$ cat src/rdw_pkg.sv
// shared constants and carriers of the receive descriptor write-back block
package rdw_pkg;
   // register byte offsets
   localparam logic [7:0] OFF_RX_CONTROL = 8'h00;
   localparam logic [7:0] OFF_RX_FILTER = 8'h04;
   localparam logic [7:0] OFF_RX_CSUM = 8'h08;
   localparam logic [7:0] OFF_SPLIT_RX = 8'h0c;
   localparam logic [7:0] OFF_STATUS = 8'h10;
   // register fields and reset values
   localparam logic [1:0] DESC_TYPE_SPLIT = 2'h1;
   localparam int CS_START_W = 8;
   localparam int CS_PAYLOAD_EN = 8;
   localparam int CS_L4_OFFLOAD = 9;
   localparam int CS_SUM_DISABLE = 13;
   localparam int BSIZE_W = 8;
   localparam int BSIZE_SHIFT = 7;
   localparam int STAT_BUSY = 16;
   localparam logic [31:0] CSUM_RESET = 32'h0000_0000;
   // write-back field positions
   localparam int ERR_LSB = 20;
   localparam int ERR_W = 12;
   localparam int E_RX_DATA = 11;
   localparam int E_IPV4_SUM = 10;
   localparam int E_L4 = 9;
   localparam int E_CARRIER = 8;
   localparam int E_SEQUENCE = 6;
   localparam int E_SYMBOL = 5;
   localparam int E_CE = 4;
   localparam int ST_W = 20;
   localparam int S_DONE = 0;
   localparam int S_EOP = 1;
   localparam int S_VP = 3;
   localparam int S_UDP_SUM = 4;
   localparam int S_TCP_SUM = 5;
   localparam int S_IPCS = 6;
   localparam int S_IDENT_VALID = 9;
   localparam int S_UDP_VALID = 10;
   localparam int S_PTYPE = 16;
   localparam int LEN_LSB = 32;
   localparam int VLAN_LSB = 48;
   localparam int HSP_BIT = 15;
   localparam int HDR_LEN_W = 10;
   localparam logic [2:0] QW_EXT = 3'h2;
   localparam logic [2:0] QW_SPLIT = 3'h4;

   // per-descriptor packet facts from the receive parser
   typedef struct packed {
      logic [15:0] length;
      logic [15:0] vlan;
      logic [15:0] pkt_sum;
      logic [15:0] payload_sum;
      logic [15:0] ip_ident;
      logic [31:0] alt_content;
      logic [9:0] hdr_len;
      logic [3:0] pkt_type;
      logic rx_err, ipv4_err, l4_err, cext_err, sequence_err, sym_err, crc_err;
      logic eop, vlan_present, ipv4, ipv4_sum_done, fragmented;
      logic has_tcp, has_udp, udp_sum_nonzero, split_capable, continuation;
   } rdw_pkt_s;

   // fetched descriptor buffer pointers
   typedef struct packed {
      logic [3:0][63:0] buf_addr;
   } rdw_desc_s;

   // write-back image plus per-buffer posting plan
   typedef struct packed {
      logic [3:0][63:0] qw;
      logic [2:0] qw_count;
      logic [3:0][15:0] buf_len;
      logic [3:0] buf_write;
      logic [3:0][63:0] buf_addr;
   } rdw_wb_s;

   typedef enum logic {ST_IDLE, ST_SEND} rdw_state_e;
endpackage

$ cat src/rdw_writeback.sv
// receive descriptor write-back and packet-split buffer planner
// How it works
// 12-bit error field at quadword 1 bit 20
// error bits 11..8: data, ipv4, l4, carrier
// bits 6..4 sequence, symbol, crc; rest reserved
// length at bit 32, vlan at bit 48
// driver clears disable, sets payload sum, start zero
// checksum and ident fields only while disable clear
// unfragmented ipv4: no ident; offload flags per setting
// fragments: payload sum, ident, udp flags
// driver expects all-ones sum over fragments
// split format needs extended enable and type 01
// four pointers; capacities from split control sizes
// driver keeps buffer pointers word aligned
// header larger than buffer 0 means no split
// zero-size buffers are never written
// continuation descriptors leave buffer 0 unused
// driver keeps pointer 1 bit 0 zero
// per-buffer lengths at 8.32 and 16.16
// unused buffers report zero length
// lengths count every stored byte incl. crc
// driver checks every buffer length
// header status word: split flag, header length
// done flag set in every write-back
// reserved bits written as zero
`timescale 1ns/100ps
module rdw_writeback #(
   parameter int ADDR_W = 8
) (
   // clock and reset
   input wire logic clock,
   input wire logic rst_b,
   // apb slave
   input wire logic psel,
   input wire logic penable,
   input wire logic pwrite,
   input wire logic [ADDR_W-1:0] paddr,
   input wire logic [31:0] pwdata,
   output logic pready,
   output logic [31:0] prdata,
   output logic pslverr,
   // packet and descriptor request
   input wire logic pkt_valid,
   output logic pkt_ready,
   input wire rdw_pkg::rdw_pkt_s pkt,
   input wire rdw_pkg::rdw_desc_s desc,
   // write-back toward the bus master
   output logic wb_valid,
   input wire logic wb_ready,
   output rdw_pkg::rdw_wb_s wb
);
   logic [1:0] desc_type_ff;
   logic ext_en_ff;
   logic [31:0] csum_ctl_ff;
   logic [3:0][rdw_pkg::BSIZE_W-1:0] split_size_ff;
   logic [15:0] wb_count_ff;
   logic [31:0] prdata_ff;
   logic err_ff;
   rdw_pkg::rdw_state_e state_ff;
   rdw_pkg::rdw_wb_s wb_ff;
   rdw_pkg::rdw_wb_s nxt_wb;
   logic [31:0] rd_mux;
   logic hit;
   logic wr_acc;
   logic take;
   logic split_mode;
   logic frag_mode;
   logic frag;
   logic do_split;
   logic [15:0] cap0;
   logic [15:0] cap;
   logic [15:0] rem;
   logic [3:0][15:0] len;
   logic [rdw_pkg::ERR_W-1:0] eb;
   logic [rdw_pkg::ST_W-1:0] st;
   logic [15:0] csum;
   logic [15:0] ipid;
   logic [9:0] hdr_status_len;
   logic [3:0] size_zero;

   // zero-wait slave: every access completes in its first access cycle
   assign pready = 1'b1;
   assign prdata = prdata_ff;
   assign pslverr = err_ff & psel & penable;
   assign wr_acc = psel & penable & pwrite & ~err_ff;
   assign take = pkt_valid & pkt_ready;
   assign pkt_ready = (state_ff == rdw_pkg::ST_IDLE);
   assign wb_valid = (state_ff == rdw_pkg::ST_SEND);
   assign wb = wb_ff;

   // format and checksum mode decode
   assign split_mode = ext_en_ff
      & (desc_type_ff == rdw_pkg::DESC_TYPE_SPLIT);
   assign frag_mode = ~csum_ctl_ff[rdw_pkg::CS_SUM_DISABLE]
      & csum_ctl_ff[rdw_pkg::CS_PAYLOAD_EN]
      & (csum_ctl_ff[rdw_pkg::CS_START_W-1:0] == '0);
   assign frag = pkt.ipv4 & pkt.fragmented;
   assign cap0 = 16'(split_size_ff[0]) << rdw_pkg::BSIZE_SHIFT;
   // headers never straddle buffers, so a short buffer 0 disables split
   assign do_split = split_mode & pkt.split_capable & ~pkt.continuation
      & (cap0 >= 16'(pkt.hdr_len));

   // address decode and read mux
   always_comb begin
      hit = 1'b1;
      rd_mux = '0;
      unique case (paddr[7:0])
         rdw_pkg::OFF_RX_CONTROL: rd_mux[1:0] = desc_type_ff;
         rdw_pkg::OFF_RX_FILTER: rd_mux[0] = ext_en_ff;
         rdw_pkg::OFF_RX_CSUM: rd_mux = csum_ctl_ff;
         rdw_pkg::OFF_SPLIT_RX: rd_mux = split_size_ff;
         rdw_pkg::OFF_STATUS: begin
            rd_mux[15:0] = wb_count_ff;
            rd_mux[rdw_pkg::STAT_BUSY] = wb_valid;
         end
         default: hit = 1'b0;
      endcase
   end

   // read data and error latched in setup so they stand in access
   always_ff @(posedge clock or negedge rst_b) begin
      if (!rst_b) begin
         prdata_ff <= 32'h0;
         err_ff <= 1'b0;
      end else if (psel & ~penable) begin
         prdata_ff <= pwrite ? 32'h0 : rd_mux;
         err_ff <= ~hit | (pwrite & (paddr[7:0] == rdw_pkg::OFF_STATUS));
      end
   end

   // software configuration registers
   always_ff @(posedge clock or negedge rst_b) begin
      if (!rst_b) begin
         desc_type_ff <= 2'h0;
         ext_en_ff <= 1'b0;
         csum_ctl_ff <= rdw_pkg::CSUM_RESET;
         split_size_ff <= '0;
      end else if (wr_acc) begin
         unique case (paddr[7:0])
            rdw_pkg::OFF_RX_CONTROL: desc_type_ff <= pwdata[1:0];
            rdw_pkg::OFF_RX_FILTER: ext_en_ff <= pwdata[0];
            rdw_pkg::OFF_RX_CSUM: csum_ctl_ff <= pwdata;
            rdw_pkg::OFF_SPLIT_RX: split_size_ff <= pwdata;
            default: ;
         endcase
      end
   end

   // error and status fields of the write-back
   always_comb begin
      eb = '0;
      eb[rdw_pkg::E_RX_DATA] = pkt.rx_err;
      eb[rdw_pkg::E_IPV4_SUM] = pkt.ipv4_err;
      eb[rdw_pkg::E_L4] = pkt.l4_err;
      eb[rdw_pkg::E_CARRIER] = pkt.cext_err;
      eb[rdw_pkg::E_SEQUENCE] = pkt.sequence_err;
      eb[rdw_pkg::E_SYMBOL] = pkt.sym_err;
      eb[rdw_pkg::E_CE] = pkt.crc_err;
      st = '0;
      st[rdw_pkg::S_DONE] = 1'b1;
      st[rdw_pkg::S_EOP] = pkt.eop;
      st[rdw_pkg::S_VP] = pkt.vlan_present;
      st[rdw_pkg::S_IPCS] = pkt.ipv4 & pkt.ipv4_sum_done;
      st[rdw_pkg::S_PTYPE +: 4] = pkt.pkt_type;
      if (frag) begin
         st[rdw_pkg::S_IDENT_VALID] = 1'b1;
         if (~pkt.has_tcp & frag_mode) begin
            st[rdw_pkg::S_UDP_SUM] = 1'b1;
            st[rdw_pkg::S_UDP_VALID] = pkt.has_udp & pkt.udp_sum_nonzero;
         end
      end else if (pkt.ipv4 & csum_ctl_ff[rdw_pkg::CS_L4_OFFLOAD]) begin
         st[rdw_pkg::S_TCP_SUM] = pkt.has_tcp | pkt.has_udp;
         st[rdw_pkg::S_UDP_SUM] = pkt.has_udp;
      end
      // ident only meaningful for fragments; zero otherwise
      ipid = frag ? pkt.ip_ident : 16'h0;
      csum = (frag & ~pkt.has_tcp & frag_mode) ? pkt.payload_sum
         : pkt.pkt_sum;
   end

   // buffer fill: header to buffer 0, then data in order, capped by size;
   // bytes beyond the last buffer are the fetch side's concern
   always_comb begin
      rem = pkt.length;
      cap = '0;
      len = '0;
      for (int i = 0; i < 4; i++) begin
         cap = 16'(split_size_ff[i]) << rdw_pkg::BSIZE_SHIFT;
         if (!split_mode) begin
            len[i] = (i == 0) ? rem : 16'h0;
         end else if (i == 0 && pkt.continuation) begin
            len[i] = 16'h0;
         end else if (i == 0 && do_split) begin
            len[i] = 16'(pkt.hdr_len);
         end else if (cap == 16'h0) begin
            len[i] = 16'h0;
         end else begin
            len[i] = (rem < cap) ? rem : cap;
         end
         rem = rem - len[i];
      end
      hdr_status_len = do_split ? pkt.hdr_len : 10'h0;
   end

   // assemble the descriptor image
   always_comb begin
      nxt_wb = '0;
      if (csum_ctl_ff[rdw_pkg::CS_SUM_DISABLE]) begin
         nxt_wb.qw[0][63:32] = pkt.alt_content;
      end else begin
         nxt_wb.qw[0][63:32] = {csum, ipid};
      end
      nxt_wb.qw[1][rdw_pkg::VLAN_LSB +: 16] = pkt.vlan;
      nxt_wb.qw[1][rdw_pkg::LEN_LSB +: 16] = len[0];
      nxt_wb.qw[1][rdw_pkg::ERR_LSB +: rdw_pkg::ERR_W] = eb;
      nxt_wb.qw[1][rdw_pkg::ST_W-1:0] = st;
      if (split_mode) begin
         nxt_wb.qw[2][63:16] = {len[3], len[2], len[1]};
         nxt_wb.qw[2][rdw_pkg::HSP_BIT] = do_split;
         nxt_wb.qw[2][rdw_pkg::HDR_LEN_W-1:0] = hdr_status_len;
      end
      nxt_wb.qw_count = split_mode ? rdw_pkg::QW_SPLIT : rdw_pkg::QW_EXT;
      nxt_wb.buf_len = len;
      for (int i = 0; i < 4; i++) begin
         nxt_wb.buf_write[i] = (len[i] != 16'h0);
      end
      nxt_wb.buf_addr = desc.buf_addr;
   end

   // request/answer sequencing: one descriptor in flight
   always_ff @(posedge clock or negedge rst_b) begin
      if (!rst_b) begin
         state_ff <= rdw_pkg::ST_IDLE;
      end else begin
         unique case (state_ff)
            rdw_pkg::ST_IDLE: if (take) state_ff <= rdw_pkg::ST_SEND;
            rdw_pkg::ST_SEND: if (wb_ready) state_ff <= rdw_pkg::ST_IDLE;
         endcase
      end
   end

   // image captured at acceptance, held stable while stalled
   always_ff @(posedge clock or negedge rst_b) begin
      if (!rst_b) begin
         wb_ff <= '0;
      end else if (take) begin
         wb_ff <= nxt_wb;
      end
   end

   // completed write-back counter, wraps
   always_ff @(posedge clock or negedge rst_b) begin
      if (!rst_b) begin
         wb_count_ff <= 16'h0;
      end else if (wb_valid & wb_ready) begin
         wb_count_ff <= wb_count_ff + 16'h1;
      end
   end

   // per-buffer flag of a zero configured size
   always_comb begin
      for (int i = 0; i < 4; i++) begin
         size_zero[i] = (split_size_ff[i] == '0);
      end
   end
endmodule

$ cat config.mk
export PLATFORM = sky130hd
export DESIGN_NAME = rdw_writeback
export DESIGN_NICKNAME = d
export VERILOG_FILES = /design/src/rdw_pkg.sv /design/src/rdw_writeback.sv
export SDC_FILE = /design/constraint.sdc
export NUM_CORES = 1
export LEC_CHECK = 0
export BUFFER_PORTS_ARGS = -buffer_cell sky130_fd_sc_hd__buf_2
export CAP_MARGIN = 15
export CORE_AREA = 2 2 420 422
export CTS_CLUSTER_SIZE = 8
export DETAILED_ROUTE_END_ITERATION = 8
export DIE_AREA = 0 0 422 424
export PLACE_DENSITY = 0.4
export SLEW_MARGIN = 15
export SYNTH_ARGS = -nofsm -noshare
export SYNTH_HDL_FRONTEND = slang
export SYNTH_SLANG_ARGS = --single-unit
$ cat constraint.sdc
create_clock -name clock -period 16.6 [get_ports clock]
set_input_delay 1.66 -clock clock [delete_from_list [all_inputs] [get_ports clock]]
set_output_delay 1.66 -clock clock [all_outputs]
set_load 0.03 [all_outputs]
==> results of run 1 <==
## layout by cell type, fill, tap and decap left out, types with 15 or more instances in the layout
master and count:
nand2_1 1098, buf_2 947, dfrtp_1 520, o21ai_0 183, conb_1 116, a21oi_1 77
ha_1 77, clkbuf_16 77, nor2_1 66, mux2i_1 60, mux2_2 53, inv_1 51
xnor2_1 37, buf_4 28, nand3_1 22, diode_2 21, nor3b_1 18, a22o_1 16
nand2b_1 15, nand4_1 15
## final cells by class
class,count,area (um^2)
clock inverter,9,166
clock buffer,89,2010
sequential,521,13000
multi-input combinational,2047,10700
tap,2340,2930
timing repair buffer,977,4980
fill,19703,141000
inverter,51,191
antenna,21,52.6
## kinds of logic (layout without fill, tap and decap cells)
kind of cell / Yosys count / after routing
AO/OA/AOI/OAI: 387 / 387
AND/OR/NAND/NOR: 1300 / 1300
flip-flops: 521 / 521
other: 2 / 137
buffers and inverters: 360 / 1126
XOR/XNOR: 51 / 51
multiplexers: 113 / 113
adder cells (fa/ha/maj): 80 / 80
## power breakdown
group	leakage, uW	switching (uW)	internal, uW	total [uW]
combinational	0.0103	1010	409	1420
clock	0.00105	644	854	1500
sequential	0.00657	124	1450	1570
total	0.0179	1780	2710	4490
## final timing paths
| path | from | end | slack, ns | cells after the start |
|---|---|---|---|---|
| setup / recovery | pkt[28] | wb[509] | 1.20 | 56 |
| hold / removal | wb[22] | wb[22] | 0.46 | 2 |
| setup reg to reg | cap0[7] | wb[509] | 1.76 | 54 |
| hold reg to reg | wb[22] | wb[22] | 0.46 | 2 |
| max in group asynchronous | rst_b | wb[177] | 12.78 | 4 |
| min in group asynchronous | rst_b | desc_type_ff[1] | 0.93 | 1 |
## state kept, by name (all words and copies together) (netlist names)
register       count
desc_type_ff       2
wb_count_ff       16
err_ff             1
prdata            32
wb               404
wb_valid           1
split_size_ff     16
csum_ctl_ff       32
cap                8
ext_en_ff          1
cap0               8
## routing by layer
layer  wire length [um]  vias up
met5                 25        -
met4               4210        4
met3               8970      204
met2              59200      699
met1              52700    10924
li1                   -    10670
## critical path: cells and delay by family
kind,cells,cell delay (ns)
fa+ha+maj,8,2.36
buf+inv,4,0.37
xor+xnor,3,0.62
simple gates,16,4.26
compound gates,25,6.66
## per-stage QoR
step | setup slack, ns | area (um^2) | hold WS (ns) | instances
final | 1.20 | 34100 | 0.463 | 6055
after floorplan | 2.86 | 25800 | 0.441 | 2928
after detailed placement | 0.288 | 31900 | 0.452 | 5936
after global placement | 0.530 | 31900 | 0.450 | 5936
after CTS | 0.970 | 34000 | 0.470 | 6034
after global routing | 0.132 | 34100 | 0.478 | 6043
## timing repair
action                     in CTS  in global routing
setup endpoints to repair       0                  7
hold endpoints to repair        0                  0
hold buffers                    0                  0
gates resized for setup         0                  2
==> results by group, run 1 <==
Synthesis
  – Synth Area per Inst: ~9 um^2
  – Post-synth ARST share: 100%
  – Multiplexer share of the synthesized area: approximately 4.7%
  – Post-synthesis xor/xnor area fraction: between 1.5 and 2%
  – Synth Cell Area: 25,400 um^2
  – Post-synth top cells: 1,099 x nand2_1, 521 x dfrtp_1, 183 x o21ai_0
  – Yosys top cell by area: dfrtp_1
  – Yosys warning count: 0
  – Syn Inst Count: about 2,800
  – Prevailing post-synth register cell: dfrtp_1
  – Compound-Gate Fraction of Synth Area: a little under a tenth
  – FF+latch count, synth: 521
  – Post-synthesis simple-gate area fraction: 20.7%
  – Post-synth top area share: between 50 and 60%
  – Main combinational cell family by area after synthesis: simple AND/OR/NAND/NOR gates
  – Seq/Total Area, Yosys: 51.4%
  – Adder-cell share of the synthesized area: ~4.0%
  – EDFF count, synth: 0
  – Netlist cell types: 73
  – Most area-consuming cells after synthesis: dfrtp_1 51%, nand2_1 16%, buf_4 5.4%, ha_1 3.8%, o21ai_0 3.6%
  – Most common cell in the netlist: nand2_1

Clock tree
  – Clock sinks: around 520
  – TritonCTS clock tree: yes
  – Clk pin slew, worst setup/hold paths: roughly 0.050 ns
  – Longest Clk Path Bufs: 3
  – Post-CTS Setup Bufs: 0
  – Cts bufs inserted: just under 80
  – Worst-Skew Late Latency: ~0.69 ns
  – Root Buffer: clkbuf_16
  – Htree depth: 3

Timing
  – Tcrit/Tclk final: between 90 and 100%
  – Max Transition Viols Final: 0
  – Max_slew headroom: about 30%
  – Max frequency: between 0.06 and 0.07 GHz
  – Setup TNS: 0 ns
  – Setup violators final: 0
  – Worst-Margin Slew: ~1.1 ns
  – Tmin final: around 15 ns
  – Hold Violations, Final: 0
  – RSZ-0062 raised after global routing: false
  – Final Skew: between 0.03 and 0.04 ns

Finish
  – Final core utilization: between 10% and 20%
  – Ratio of cells with drive above 1 in the final layout: a little under a third
  – Synth-to-Final Area Change: 34.4%
  – Final #Nets: ~4,200

GRT
  – Met2 GRT Util: a little over a fifth
  – GR Util met3: 4.58%
  – First-pass GRT wire length: 172,000 um
  – Grt ovf: 0
  – Layer with the highest usage: met2
  – Vias in the first global route: roughly 22,000
  – Largest net degree at the start of global routing: ~140
  – GR Util All Layers: a little over an eighth
  – Initial antenna violation count: 52
  – Met1 Usage GRT: 16.6%

Critical path
  – CP arrival: roughly 16 ns
  – Required @ worst endpoint: 17.16 ns
  – Crit path max fanout: 13
  – Crit. End Element: register
  – Nature of the critical path startpoint: input pin
  – Cell mode on critical path: ha_1
  – CP max-delay cell: a2111oi_1
  – CP max stage delay: ~0.60 ns
  – CP Class: input pin to register

Min path
  – HP Class: register to register

Power
  – Leak: approximately 0.018 uW
  – Peak supply drop: 0.0000700 V
  – PnR Total Power: ~4500 uW
  – PwrDens: roughly 130 nW/um^2

Route
  – DRT Pass-1 Iters: 5
  – Drt wl/cell: 20.7 um
  – Via count: between 20,000 and 25,000
  – DRC: 0
  – Antenna viol nets, final: 0
  – Post-Route WL: between 100,000 and 150,000 um
  – Violation count after the first detailed-route iteration: about 1,500
  – Vias per cell: between 3 and 4

Placed design
  – Port bufs: between 900 and 1,000
  – Gpl congestion: 0.867
  – Hpwl dp: 99,400 um

Floorplan
  – Cell Rows: ~150
  – CORE AREA: roughly 170,000 um^2
  – I/O pin cnt: 1,065
  – Die Y: ~420 um
  – Die footprint: ~180,000 um^2
  – Starting Density: between 10 and 15%
  – Chip width: 422 um

Job
  – Maxcap violations: 0

Status
  – Status: complete, no violations
Note: power is estimated with default switching activity, not from simulation.
==> inputs of run 2 (changes only) <==
--- a/config.mk
+++ b/config.mk
@@ -12,6 +12,7 @@
 export DETAILED_ROUTE_END_ITERATION = 8
 export DIE_AREA = 0 0 422 424
 export PLACE_DENSITY = 0.4
+export RECOVER_POWER = 100
 export SLEW_MARGIN = 15
 export SYNTH_ARGS = -nofsm -noshare
 export SYNTH_HDL_FRONTEND = slang
==> results by group, run 2 (same netlist as run 1, synthesis figures left out) <==
Power
  – Peak supply drop: 0.0000700 V (about the same)
  – Power share of the sequential group: 35.4% (+0.4 points)
  – Gate power share: 31.0% (-0.6 points)
  – Clk network pwr share: 33.6% (+0.2 points)
  – Leak: 0.0160 uW (-11%)
  – NetSw: 1780 uW (+0.35%)
  – PwrDens: 134 nW/um^2 (+1.6%)
  – Internal power: 2670 uW (-1.3%)
  – Switch share: 40.0% (+0.41 points)

Placed design
  – Gpl congestion: 0.867 (unchanged)
  – Placement Cell Area: 31,900 um^2 (unchanged)
  – Post-Place Setup Slack: 0.288 ns (unchanged)
  – Hpwl dp: 99,400 um (unchanged)
  – Port bufs: 948 (unchanged)

Critical path
  – Required @ worst endpoint: 17.14 ns (-0.02 ns)
  – CP max stage delay: 0.60 ns (about the same)
  – CP top delay family: compound AO/OA/AOI/OAI gates
  – Crit. End Element: register
  – CP max-delay cell: or4_1
  – Crit path max fanout: 13 (unchanged)
  – Nature of the critical path startpoint: input pin
  – CP arrival: 15.87 ns (-0.09 ns)
  – Cell mode on critical path: ha_1
  – CP Class: input pin to register
  – Buf+Inv Stages, Crit Path: 4 (unchanged)

Timing
  – Setup violators final: 0 (unchanged)
  – Tmin final: 15.34 ns (-0.0602 ns)
  – Max frequency: 0.0652 GHz (+0.39%)
  – Max_slew headroom: -316% (-350 points)
  – Hold Violations, Final: 0 (unchanged)
  – Max Transition Viols Final: 1,492 (+1,492)
  – Worst-Margin Slew: 6.24 ns (+5.18 ns)
  – RSZ-0062 raised after global routing: false
  – Setup TNS: 0 ns (unchanged)
  – Final Skew: 0.0322 ns (-0.000239 ns)
  – Tcrit/Tclk final: 92.4% (-0.36 points)
  – Final worst setup slack: 1.26 ns (+0.0602 ns)
  – Hold Worst Slack: 0.467 ns (+0.00356 ns)

Clock tree
  – Worst-Skew Late Latency: 0.69 ns (about the same)
  – Clock sinks: 521 (unchanged)
  – Root Buffer: clkbuf_16
  – Clk pin slew, worst setup/hold paths: 0.05 ns (about the same)
  – TritonCTS clock tree: yes
  – Cts bufs inserted: 77 (unchanged)
  – Longest Clk Path Bufs: 3 (unchanged)
  – Htree depth: 3 (unchanged)
  – CTS Hold Bufs: 0 (unchanged)
  – Post-CTS Setup Bufs: 0 (unchanged)

Finish
  – Fillers: 19,921 (+1.1%)
  – Register area: 13,000 um^2 (unchanged)
  – Multi-input gate area: 10,700 um^2 (-0.21%)
  – Most frequent cells in the layout: 1,099 x nand2_1, 536 x clkbuf_1, 520 x dfrtp_1
  – Design Area, Final: 33,300 um^2 (-2.3%)
  – Synth-to-Final Area Change: 31.3%
  – Commonest non-fill, non-tap cell in the layout: nand2_1
  – Final core utilization: 19.0% (-0.44 points)
  – Final #Nets: 4,201 (unchanged)
  – Max reg flops: 404 (unchanged)
  – Ratio of cells with drive above 1 in the final layout: 16.5% (-14 points)

GRT
  – GR Util All Layers: 13.4% (unchanged)
  – First-pass GRT wire length: 172,000 um (unchanged)
  – Vias in the first global route: 22,004 (unchanged)
  – Largest net degree at the start of global routing: 135 (unchanged)
  – Initial antenna violation count: 52 (unchanged)
  – Grt ovf: 0 (unchanged)

Route
  – Vias per cell: 3.71 (about the same)
  – Antenna viol nets, final: 0 (unchanged)
  – Drt wl/cell: 20.7 um (about the same)
  – DRT Pass-1 Iters: 5 (unchanged)
  – Post-Route WL: 125,000 um (about the same)
  – Violation count after the first detailed-route iteration: 1,546 (+2.7%)
  – Via count: 22,468 (-0.15%)
  – DRC: 0 (unchanged)

Status
  – Status: finished, violations left
  – Failing checks: capacitance limit, slew limit

Floorplan
  – Die Y: 424 um (unchanged)
  – CORE AREA: 175,000 um^2 (unchanged)
  – I/O pin cnt: 1,065 (unchanged)
  – Cell Rows: 154 (unchanged)
  – Starting Density: 14.5% (unchanged)
  – Chip width: 422 um (unchanged)
  – Die footprint: 179,000 um^2 (unchanged)

Min path
  – HP Class: register to register

Job
  – Maxcap violations: 23 (+23)
run 2: cell types whose count changed in the layout (fill, tap and decap cells not counted), sizes merged:
cell	before	now
buf	977	449
clkbuf	89	617
diode	21	15
run 2: routing by layer:
layer  global-route usage [%]  share of wire (%)  vias to the layer above
met2                     21.9                 47                      751
li1                         -                  -                    10648
met3                     4.58                7.5                      208
met5                        0              0.020                        -
met1                     16.6                 42                    10857
met4                     4.30                3.4                        4
run 2: final cells by class:
cell class	instances	share of cell area (%)
sequential	521	39.1
tap	2340	8.79
antenna	15	0.113
inverter	51	0.575
clock inverter	9	0.499
multi-input combinational	2047	32.1
timing repair buffer	977	12.7
clock buffer	89	6.04
run 2: path summary, 6_finish.rpt:
path	cells past startpoint	to	slack, ns	startpoint
hold / removal	2	wb[397]	0.47	wb[397]
min in group asynchronous	1	desc_type_ff[1]	2.55	rst_b
setup reg to reg	54	wb[509]	1.82	cap0[7]
hold reg to reg	2	wb[397]	0.47	wb[397]
setup / recovery	56	wb[509]	1.26	pkt[28]
max in group asynchronous	4	wb[251]	4.24	rst_b
run 2: through the flow:
step                cells  power [uW]
floorplan            2928        2500
detailed placement   5936        3020
finish               6049        4460
CTS                  6034        4570
global placement     5936        3010
global route         6043        4710
run 2: what timing repair did:
item	in CTS	in global routing
resized for setup	0	2
endpoints found under the setup margin	0	7
hold endpoints to repair	0	0
run 2: worst register-to-register path, delay by kind of cell, from the launching register on:
kind,cells,cell delay (ns)
AOI/OAI and AO/OA,25,6.61
xor gates and xnor gates,3,0.62
adders and majority gates,8,2.44
buffers and inverters,2,0.17
DFF,1,0.53
and+or+nand+nor,16,4.24
run 2: power by group through the flow:
| stage | Sequential, uW | Combinational, uW | Clock, uW |
|---|---|---|---|
| final | 1580 | 1380 | 1500 |
| after global routing | 1600 | 1500 | 1610 |
| after CTS | 1570 | 1430 | 1560 |
| after detailed placement | 1590 | 1430 | 0 |
| after global placement | 1590 | 1430 | 0 |
| after floorplan | 1890 | 607 | 0 |
